<file path="src/inc/chb_map.svh">
// Constant map for the card host bus decode block
`ifndef CHB_MAP_SVH
`define CHB_MAP_SVH
`define CHB_CD_LEVEL 1'b0
`define CHB_DREQ_RST 1'b0
`define CHB_DATA_RST 16'h0000
`define CHB_PIN_RD 0
`define CHB_PIN_WR 1
`define CHB_PIN_CE_LO 2
`define CHB_PIN_CE_HI 3
`define CHB_PIN_CS_CMD 4
`define CHB_PIN_CS_CTL 5
`define CHB_PIN_ACK 6
`define CHB_PIN_ADDR0 7
`define CHB_PIN_DATA 8
`define CHB_PIN_W 24
`define CHB_PIN_RST 24'h0000FF
`endif

</file>
<file path="src/inc/chb_pkg.sv">
// Types for the card host bus decode block
package chb_pkg;
  typedef enum logic [1:0] {MODE_MEM, MODE_IO, MODE_DISK} chb_mode_t;
  typedef enum logic [1:0] {DMA_IDLE, DMA_REQ, DMA_BURST} chb_dma_st_t;
endpackage

</file>
<file path="src/hdl/chb_buf2.sv">
// Two-entry valid/ready buffer
`timescale 1ns/10ps
module chb_buf2 #(
  parameter int W = 16
) (
  input wire logic clk,
  input wire logic resetn,
  input wire logic in_valid,
  output logic in_ready,
  input wire logic [W-1:0] in_data,
  output logic out_valid,
  input wire logic out_ready,
  output logic [W-1:0] out_data
);
  logic [W-1:0] mem_q [2];
  logic [W-1:0] mem_d [2];
  logic wp_q, wp_d, rp_q, rp_d;
  logic [1:0] cnt_q, cnt_d;
  logic push, pop;

  assign in_ready = (cnt_q != 2'h2);
  assign out_valid = (cnt_q != 2'h0);
  assign out_data = mem_q[rp_q];
  assign push = in_valid && in_ready;
  assign pop = out_valid && out_ready;

  always_comb begin
    mem_d = mem_q;
    wp_d = wp_q;
    rp_d = rp_q;
    cnt_d = cnt_q;
    if (push) begin
      mem_d[wp_q] = in_data;
      wp_d = !wp_q;
    end
    if (pop) begin
      rp_d = !rp_q;
    end
    if (push && !pop) begin
      cnt_d = cnt_q + 2'h1;
    end else if (pop && !push) begin
      cnt_d = cnt_q - 2'h1;
    end
  end

  always_ff @(posedge clk) begin
    if (!resetn) begin
      mem_q[0] <= '0;
      mem_q[1] <= '0;
      wp_q <= 1'b0;
      rp_q <= 1'b0;
      cnt_q <= 2'h0;
    end else begin
      mem_q <= mem_d;
      wp_q <= wp_d;
      rp_q <= rp_d;
      cnt_q <= cnt_d;
    end
  end
endmodule // chb_buf2

</file>
<file path="src/hdl/chb_core.sv">
// Host bus decode, byte steering and DMA burst engine of the card
`timescale 1ns/10ps
`include "chb_map.svh"
// Functional notes
// - Memory mode ignores the read strobe
// - I/O read strobe gates addressed data out
// - Disk mode without burst acts as I/O
// - Burst read data only while host ready
// - Host ready negated pauses burst sending
// - Burst write captures on both strobe edges
// - Strobe gaps lose or repeat no word
// - Both card detects tied low always
// - Card enables select card and width
// - High enable always routes odd byte
// - Low enable alone steers byte by address
// - I/O mode decodes enables as memory
// - Chip selects pick command or control block
// - Acknowledge forces selects off, word wide
// - Request held through the burst until it ends, then reassertable
// - Stop line ends the current burst
module chb_core
  import chb_pkg::*;
(
  input wire logic clk,
  input wire logic resetn,
  input wire chb_mode_t mode,
  input wire logic udma_enable,
  input wire logic udma_read,
  input wire logic dma_want,
  input wire logic [15:0] io_rd_data,
  input wire logic rd_word_valid,
  output logic rd_word_ready,
  input wire logic [15:0] rd_word_data,
  input wire logic io_read_strobe_n,
  input wire logic io_write_strobe_n,
  input wire logic card_enable_low_lane_n,
  input wire logic card_enable_high_lane_n,
  input wire logic command_block_select_n,
  input wire logic control_block_select_n,
  input wire logic dma_acknowledge_n,
  input wire logic address_bit_zero,
  input wire logic [15:0] data_in,
  output logic [15:0] data_out,
  output logic data_oe_lo,
  output logic data_oe_hi,
  output logic card_detect_first,
  output logic card_detect_second,
  output logic dma_request,
  output logic dev_strobe,
  output logic sel_cmd_block,
  output logic sel_ctl_block,
  output logic wr_word_valid,
  output logic [15:0] wr_word_data,
  output logic burst_done
);
  logic [`CHB_PIN_W-1:0] pin_raw, s1_q, s1_d, s2_q, s2_d;
  logic [1:0] prev_q, prev_d;
  logic rd_act, wr_pin_hi, ce_lo, ce_hi, cs_cmd, cs_ctl, ack, addr0;
  logic [15:0] din;
  logic strobe_edge, stop_rise, hbr, pop, mem_mode;
  logic rd_io, rd_disk, lone_hi, lone_lo, both_ce;
  chb_dma_st_t st_q, st_d;
  logic [15:0] dout_q, dout_d, wdat_q, wdat_d;
  logic oe_lo_q, oe_lo_d, oe_hi_q, oe_hi_d, req_q, req_d;
  logic dstb_q, dstb_d, wv_q, wv_d, cmd_q, cmd_d, ctl_q, ctl_d;
  logic done_q, done_d;
  logic [15:0] bq_data;
  logic bq_valid;

  // Every pin passes two flops before use
  assign pin_raw = {data_in, address_bit_zero, dma_acknowledge_n,
                    control_block_select_n, command_block_select_n,
                    card_enable_high_lane_n, card_enable_low_lane_n,
                    io_write_strobe_n, io_read_strobe_n};

  always_comb begin
    s1_d = pin_raw;
    s2_d = s1_q;
    prev_d = {s2_q[`CHB_PIN_WR], s2_q[`CHB_PIN_RD]};
  end

  always_ff @(posedge clk) begin
    if (!resetn) begin
      s1_q <= `CHB_PIN_RST;
      s2_q <= `CHB_PIN_RST;
      prev_q <= 2'h3;
    end else begin
      s1_q <= s1_d;
      s2_q <= s2_d;
      prev_q <= prev_d;
    end
  end

  assign rd_act = !s2_q[`CHB_PIN_RD];
  assign wr_pin_hi = s2_q[`CHB_PIN_WR];
  assign ce_lo = !s2_q[`CHB_PIN_CE_LO];
  assign ce_hi = !s2_q[`CHB_PIN_CE_HI];
  assign cs_cmd = !s2_q[`CHB_PIN_CS_CMD];
  assign cs_ctl = !s2_q[`CHB_PIN_CS_CTL];
  assign ack = !s2_q[`CHB_PIN_ACK];
  assign addr0 = s2_q[`CHB_PIN_ADDR0];
  assign din = s2_q[`CHB_PIN_DATA +: 16];
  // Same pin carries host ready (read) or data strobe (write)
  assign hbr = rd_act;
  assign strobe_edge = (s2_q[`CHB_PIN_RD] != prev_q[0]);
  assign stop_rise = wr_pin_hi && !prev_q[1];
  assign mem_mode = (mode == MODE_MEM);

  assign both_ce = ce_lo && ce_hi;
  assign lone_hi = ce_hi && !ce_lo;
  assign lone_lo = ce_lo && !ce_hi;
  // memory mode unused; strobe gates data; same lanes
  assign rd_io = (mode == MODE_IO) && rd_act && (ce_lo || ce_hi);
  // disk reads like I/O; ack blocks selects
  assign rd_disk = (mode == MODE_DISK) && !udma_enable && rd_act
                   && !ack && (cs_cmd || cs_ctl);

  // Burst read words queue here so a host pause drops nothing
  chb_buf2 #(.W(16)) u_buf (
    .clk(clk),
    .resetn(resetn),
    .in_valid(rd_word_valid),
    .in_ready(rd_word_ready),
    .in_data(rd_word_data),
    .out_valid(bq_valid),
    .out_ready(pop),
    .out_data(bq_data)
  );

  // send only while host ready; pause otherwise
  assign pop = (st_q == DMA_BURST) && udma_read && hbr && bq_valid
               && !stop_rise;

  always_comb begin
    st_d = st_q;
    req_d = req_q;
    done_d = 1'b0;
    case (st_q)
      DMA_IDLE: begin
        if (dma_want && (mode == MODE_DISK)) begin
          st_d = DMA_REQ;
          req_d = 1'b1;
        end
      end
      DMA_REQ: begin
        if (ack) begin
          st_d = DMA_BURST;
        end
      end
      DMA_BURST: begin
        if (stop_rise || !ack) begin
          st_d = DMA_IDLE;
          req_d = 1'b0;
          done_d = 1'b1;
        end
      end
      default: begin
        st_d = DMA_IDLE;
        req_d = 1'b0;
      end
    endcase
  end

  always_ff @(posedge clk) begin
    if (!resetn) begin
      st_q <= DMA_IDLE;
      req_q <= `CHB_DREQ_RST;
      done_q <= 1'b0;
    end else begin
      st_q <= st_d;
      req_q <= req_d;
      done_q <= done_d;
    end
  end

  always_comb begin
    dout_d = dout_q;
    oe_lo_d = 1'b0;
    oe_hi_d = 1'b0;
    dstb_d = dstb_q;
    cmd_d = 1'b0;
    ctl_d = 1'b0;
    if (pop) begin
      dout_d = bq_data;
      oe_lo_d = 1'b1;
      oe_hi_d = 1'b1;
      dstb_d = !dstb_q;
    end else if ((st_q == DMA_BURST) && udma_read) begin
      oe_lo_d = 1'b1;
      oe_hi_d = 1'b1;
    end else if (rd_disk) begin
      cmd_d = cs_cmd;
      ctl_d = cs_ctl && !cs_cmd;
      dout_d = io_rd_data;
      oe_lo_d = 1'b1;
      oe_hi_d = 1'b1;
    end else if (rd_io) begin
      if (both_ce) begin
        dout_d = io_rd_data;
        oe_lo_d = 1'b1;
        oe_hi_d = 1'b1;
      end else if (lone_hi) begin
        dout_d = {io_rd_data[15:8], 8'h00};
        oe_hi_d = 1'b1;
      end else begin
        // low lane byte steered by A0
        dout_d = {8'h00, addr0 ? io_rd_data[15:8] : io_rd_data[7:0]};
        oe_lo_d = 1'b1;
      end
    end
  end

  always_ff @(posedge clk) begin
    if (!resetn) begin
      dout_q <= `CHB_DATA_RST;
      oe_lo_q <= 1'b0;
      oe_hi_q <= 1'b0;
      dstb_q <= 1'b0;
      cmd_q <= 1'b0;
      ctl_q <= 1'b0;
    end else begin
      dout_q <= dout_d;
      oe_lo_q <= oe_lo_d;
      oe_hi_q <= oe_hi_d;
      dstb_q <= dstb_d;
      cmd_q <= cmd_d;
      ctl_q <= ctl_d;
    end
  end

  // one word per strobe edge; no edge, no word
  always_comb begin
    wv_d = 1'b0;
    wdat_d = wdat_q;
    if ((st_q == DMA_BURST) && !udma_read && strobe_edge) begin
      wv_d = 1'b1;
      wdat_d = din;
    end
  end

  always_ff @(posedge clk) begin
    if (!resetn) begin
      wv_q <= 1'b0;
      wdat_q <= `CHB_DATA_RST;
    end else begin
      wv_q <= wv_d;
      wdat_q <= wdat_d;
    end
  end

  assign card_detect_first = `CHB_CD_LEVEL;
  assign card_detect_second = `CHB_CD_LEVEL;
  assign data_out = dout_q;
  assign data_oe_lo = oe_lo_q;
  assign data_oe_hi = oe_hi_q;
  assign dma_request = req_q;
  assign dev_strobe = dstb_q;
  assign sel_cmd_block = cmd_q;
  assign sel_ctl_block = ctl_q;
  assign wr_word_valid = wv_q;
  assign wr_word_data = wdat_q;
  assign burst_done = done_q;
endmodule // chb_core

</file>
<file path="config.mk">
export PLATFORM = sky130hd
export DESIGN_NAME = chb_core
export DESIGN_NICKNAME = d
export VERILOG_FILES = /design/src/inc/chb_pkg.sv /design/src/hdl/chb_buf2.sv /design/src/hdl/chb_core.sv
export VERILOG_INCLUDE_DIRS = /design/src /design/src/inc
export SDC_FILE = /design/constraint.sdc
export NUM_CORES = 1
export LEC_CHECK = 0
export ABC_AREA = 1
export BUFFER_PORTS_ARGS = -buffer_cell sky130_fd_sc_hd__buf_2
export CAP_MARGIN = 15
export CORE_MARGIN = 2
export CORE_UTILIZATION = 30
export DETAILED_ROUTE_END_ITERATION = 8
export RECOVER_POWER = 25
export SLEW_MARGIN = 15
export SYNTH_ARGS = -nofsm -noshare
export SYNTH_HDL_FRONTEND = slang
export SYNTH_HIERARCHICAL = 1
export SYNTH_SLANG_ARGS = --single-unit
export TNS_END_PERCENT = 50
</file>
<file path="constraint.sdc">
create_clock -name clk -period 2.7 [get_ports clk]
set_clock_uncertainty 0.2 [all_clocks]
set_input_delay 0.135 -clock clk [delete_from_list [all_inputs] [get_ports clk]]
set_output_delay 0.135 -clock clk [all_outputs]
set_load 0.01 [all_outputs]
</file>
==> results.toml <==
[outcome]
result_of_the_run = "finished clean"

[route]
vias = 4630
first_iter_violations = 230
routed_wl_microns = 12780
avgRoutedWirePerCell_microns = 11.19
drc = 0
routed_via_density = 4.054
drtAntennaViolNets = 0
dr.pass1.iters = 5

[global_routing]
vias_in_the_first_global_route = 4179
grt_antenna_before_repair = 1
pin_count_of_the_biggest_net_entering_global_routing = 49
grt_pass1_wl_microns = 20410
gr-usage-all-layers_pct = 14.10
grt-ovfl-total = 0

[setup_path]
r2r_slack_ns = 0.68
worstPathRequired_ns = 2.85
worst_setup_path_end_kind = "flop"
criticalPathCategory = "input pin to flop"
cp_data_arrival_time_ns = 2.17
critical_path_peak_fanout = 48
timing.critical_path.from_type = "input pin"

[sta]
tns_ns = 0
transition_time_at_the_pin_with_the_least_slew_margin_ns = 0.9414
max_frequency_ghz = 0.4930
setup_ws_ns = 0.6718
report.final.hold_viol_count = 0
finalSetupViolCount = 0
rsz0062_at_grt = "no"
minimum_period_implied_by_the_final_worst_setup_slack_ns = 2.028
layout_worst_path_cycle_share_pct = 75.12
slew-limit-headroom_pct = 37.24
timing.final.max_slew_violations = 0

[final_layout]
finalNetCount = 969
synthToLayoutAreaGrowth_pct = 32.47
final-instance-count-excl-fill = 1142
post-route-cell-area_sq_um = 7024
antenna-diode-count = 0
mostFrequentLayoutCell = "nand2_1"
drive_above_1_share_pct = 14.94
num-fill-cells = 1844
mostFrequentLayoutCells = "nand2_1 (222), nor2_1 (138), dfxtp_1 (128)"

[clock_tree]
clock_latency_ns = 0.41
postCtsSetupBuffers = 0
cts_resized = 0
clock_sinks = 128
htree_levels = 4
cts_tree = "built"
clockBufferDepth = 2
number_of_buffers_added_by_the_clock_tree_synthesis_step = 17
cts.root.buffer_cell = "clkbuf_16"
clock_pin_slew_on_the_worst_setup_and_hold_paths_ns = 0.06

[place]
place_inst = 1048
globalplace.congestion = 0.7585
place_hpwl_microns = 8610
numPortBuffers = 104
dpl_worst_slack_ns = 0.6698
placed_area_sq_um = 5903

[die]
die-width_microns = 137.0
die-area_sq_um = 18760
fp.dieH_microns = 137.0
num_io_pins = 107
row_count = 48
floorplan.initialDensity_pct = 30.66
core_area_sq_um = 17300

[synthesis]
syn_avg_cell_area_sq_um = 7.061
synth.top_cell.area_share_pct = 48.32
post_synth_instance_area_sq_um = 5303
synth.yosys.seq_area_share_pct = 48.32
synth_area_leaders = "dfxtp_1 (48%), nand2_1 (16%), nor2_1 (9.8%)"
ys_types = 26
syn-instance-count = 751
synth-warning-count = 6
synth-seq-cells = 128
synth_top_cell_by_area = "dfxtp_1"

[hold_path]
hold_class = "input pin to flop"

[power_and_ir_drop]
cellLeakagePower_nw = 3.472
power_per_cell_area_nw_per_um2 = 656.0
ir_worst_vdd_mv = 0.4591

[run]
timing.max_cap.violations = 0
-- power breakdown --
group	switching [W]	internal, W	leakage, nW
logic	0.000239	0.000192	2.15
clock network	0.000852	0.00131	0.275
registers	0.0000341	0.00198	1.05
-- metal layers --
metal	wire length [microns]	GRT usage, %
met3	654	3.667
met2	5953	22.47
met4	180	5.326
met5	13	0
met1	5979	18.26
-- per-stage QoR --
stage | hold slack (ns) | util (%) | total power, W
2_1_floorplan | 0.03263 | - | 0.002314
3_3_place_gp | 0.1228 | 34.13 | 0.002416
3_5_place_dp | 0.1221 | 34.13 | 0.002420
4_1_cts | 0.003439 | 40.99 | 0.004678
5_1_grt | 0.06689 | 40.61 | 0.004824
6_report | 0.008318 | 40.61 | 0.004608
-- synthesized netlist by cell type --
master      n
nand2_1   222
nor2_1    138
dfxtp_1   128
inv_1      99
o21ai_0    45
a21oi_1    25
or2_2      18
clkbuf_1   14
nand3_1    12
buf_6      10
buf_4       7
buf_2       6
inv_2       4
nand2_2     4
nand3_4     4
nand2_4     3
nand4_1     3
conb_1      1
ha_1        1
nand3_2     1
nor2_2      1
nor2_8      1
nor3_1      1
nor3_2      1
nor3b_1     1
xor2_1      1
-- sequential cells by signal (all words and copies together) (netlist names), 2 cells and up --
signal        count
data_out         16
prev_q            2
s1_q             24
s2_q             24
st_q              2
u_buf/cnt_q       2
u_buf/mem_q      32
wr_word_data     16
-- repair_timing --
action,in CTS,in global routing
hold endpoints to repair,81,0
hold buffers,62,0
setup endpoints to repair,0,0
-- worst max-delay path: stages --
cell,delay [ns]
dlygate4sd3_1,0.51
buf_2,0.34
clkbuf_2,0.79
o21ai_0,0.23
nor2_1,0.13
-- layout make-up --
| type | instances | area (sq um) | share of cell area, % |
|---|---|---|---|
| Tap cell | 225 | 281.5 | 4.008 |
| Clock inverter | 13 | 112.6 | 1.603 |
| Multi-Input combinational cell | 484 | 2110 | 30.03 |
| Inverter | 103 | 386.6 | 5.504 |
| Sequential cell | 128 | 2562 | 36.48 |
| Clock buffer | 19 | 452.9 | 6.448 |
| Timing Repair Buffer | 170 | 1119 | 15.92 |
-- cell families after synthesis --
| logic type | share of synthesized area (%) |
|---|---|
| compound gates | 6.607 |
| xor+xnor | 0.1652 |
| fa+ha+maj | 0.2359 |
| buf+inv | 11.96 |
| flops | 48.32 |
| other cells | 0.07072 |
| simple gates | 32.63 |
-- path summary, 6_finish.rpt --
path,start,endpoint,cells past startpoint
setup / recovery,resetn,wr_word_data[8],5
hold / removal,mode[1],data_oe_hi,6
setup reg to reg,u_buf/cnt_q[1],u_buf/cnt_q[1],13
hold reg to reg,s1_q[22],s2_q[22],2
(Power assumes the default switching activity.)
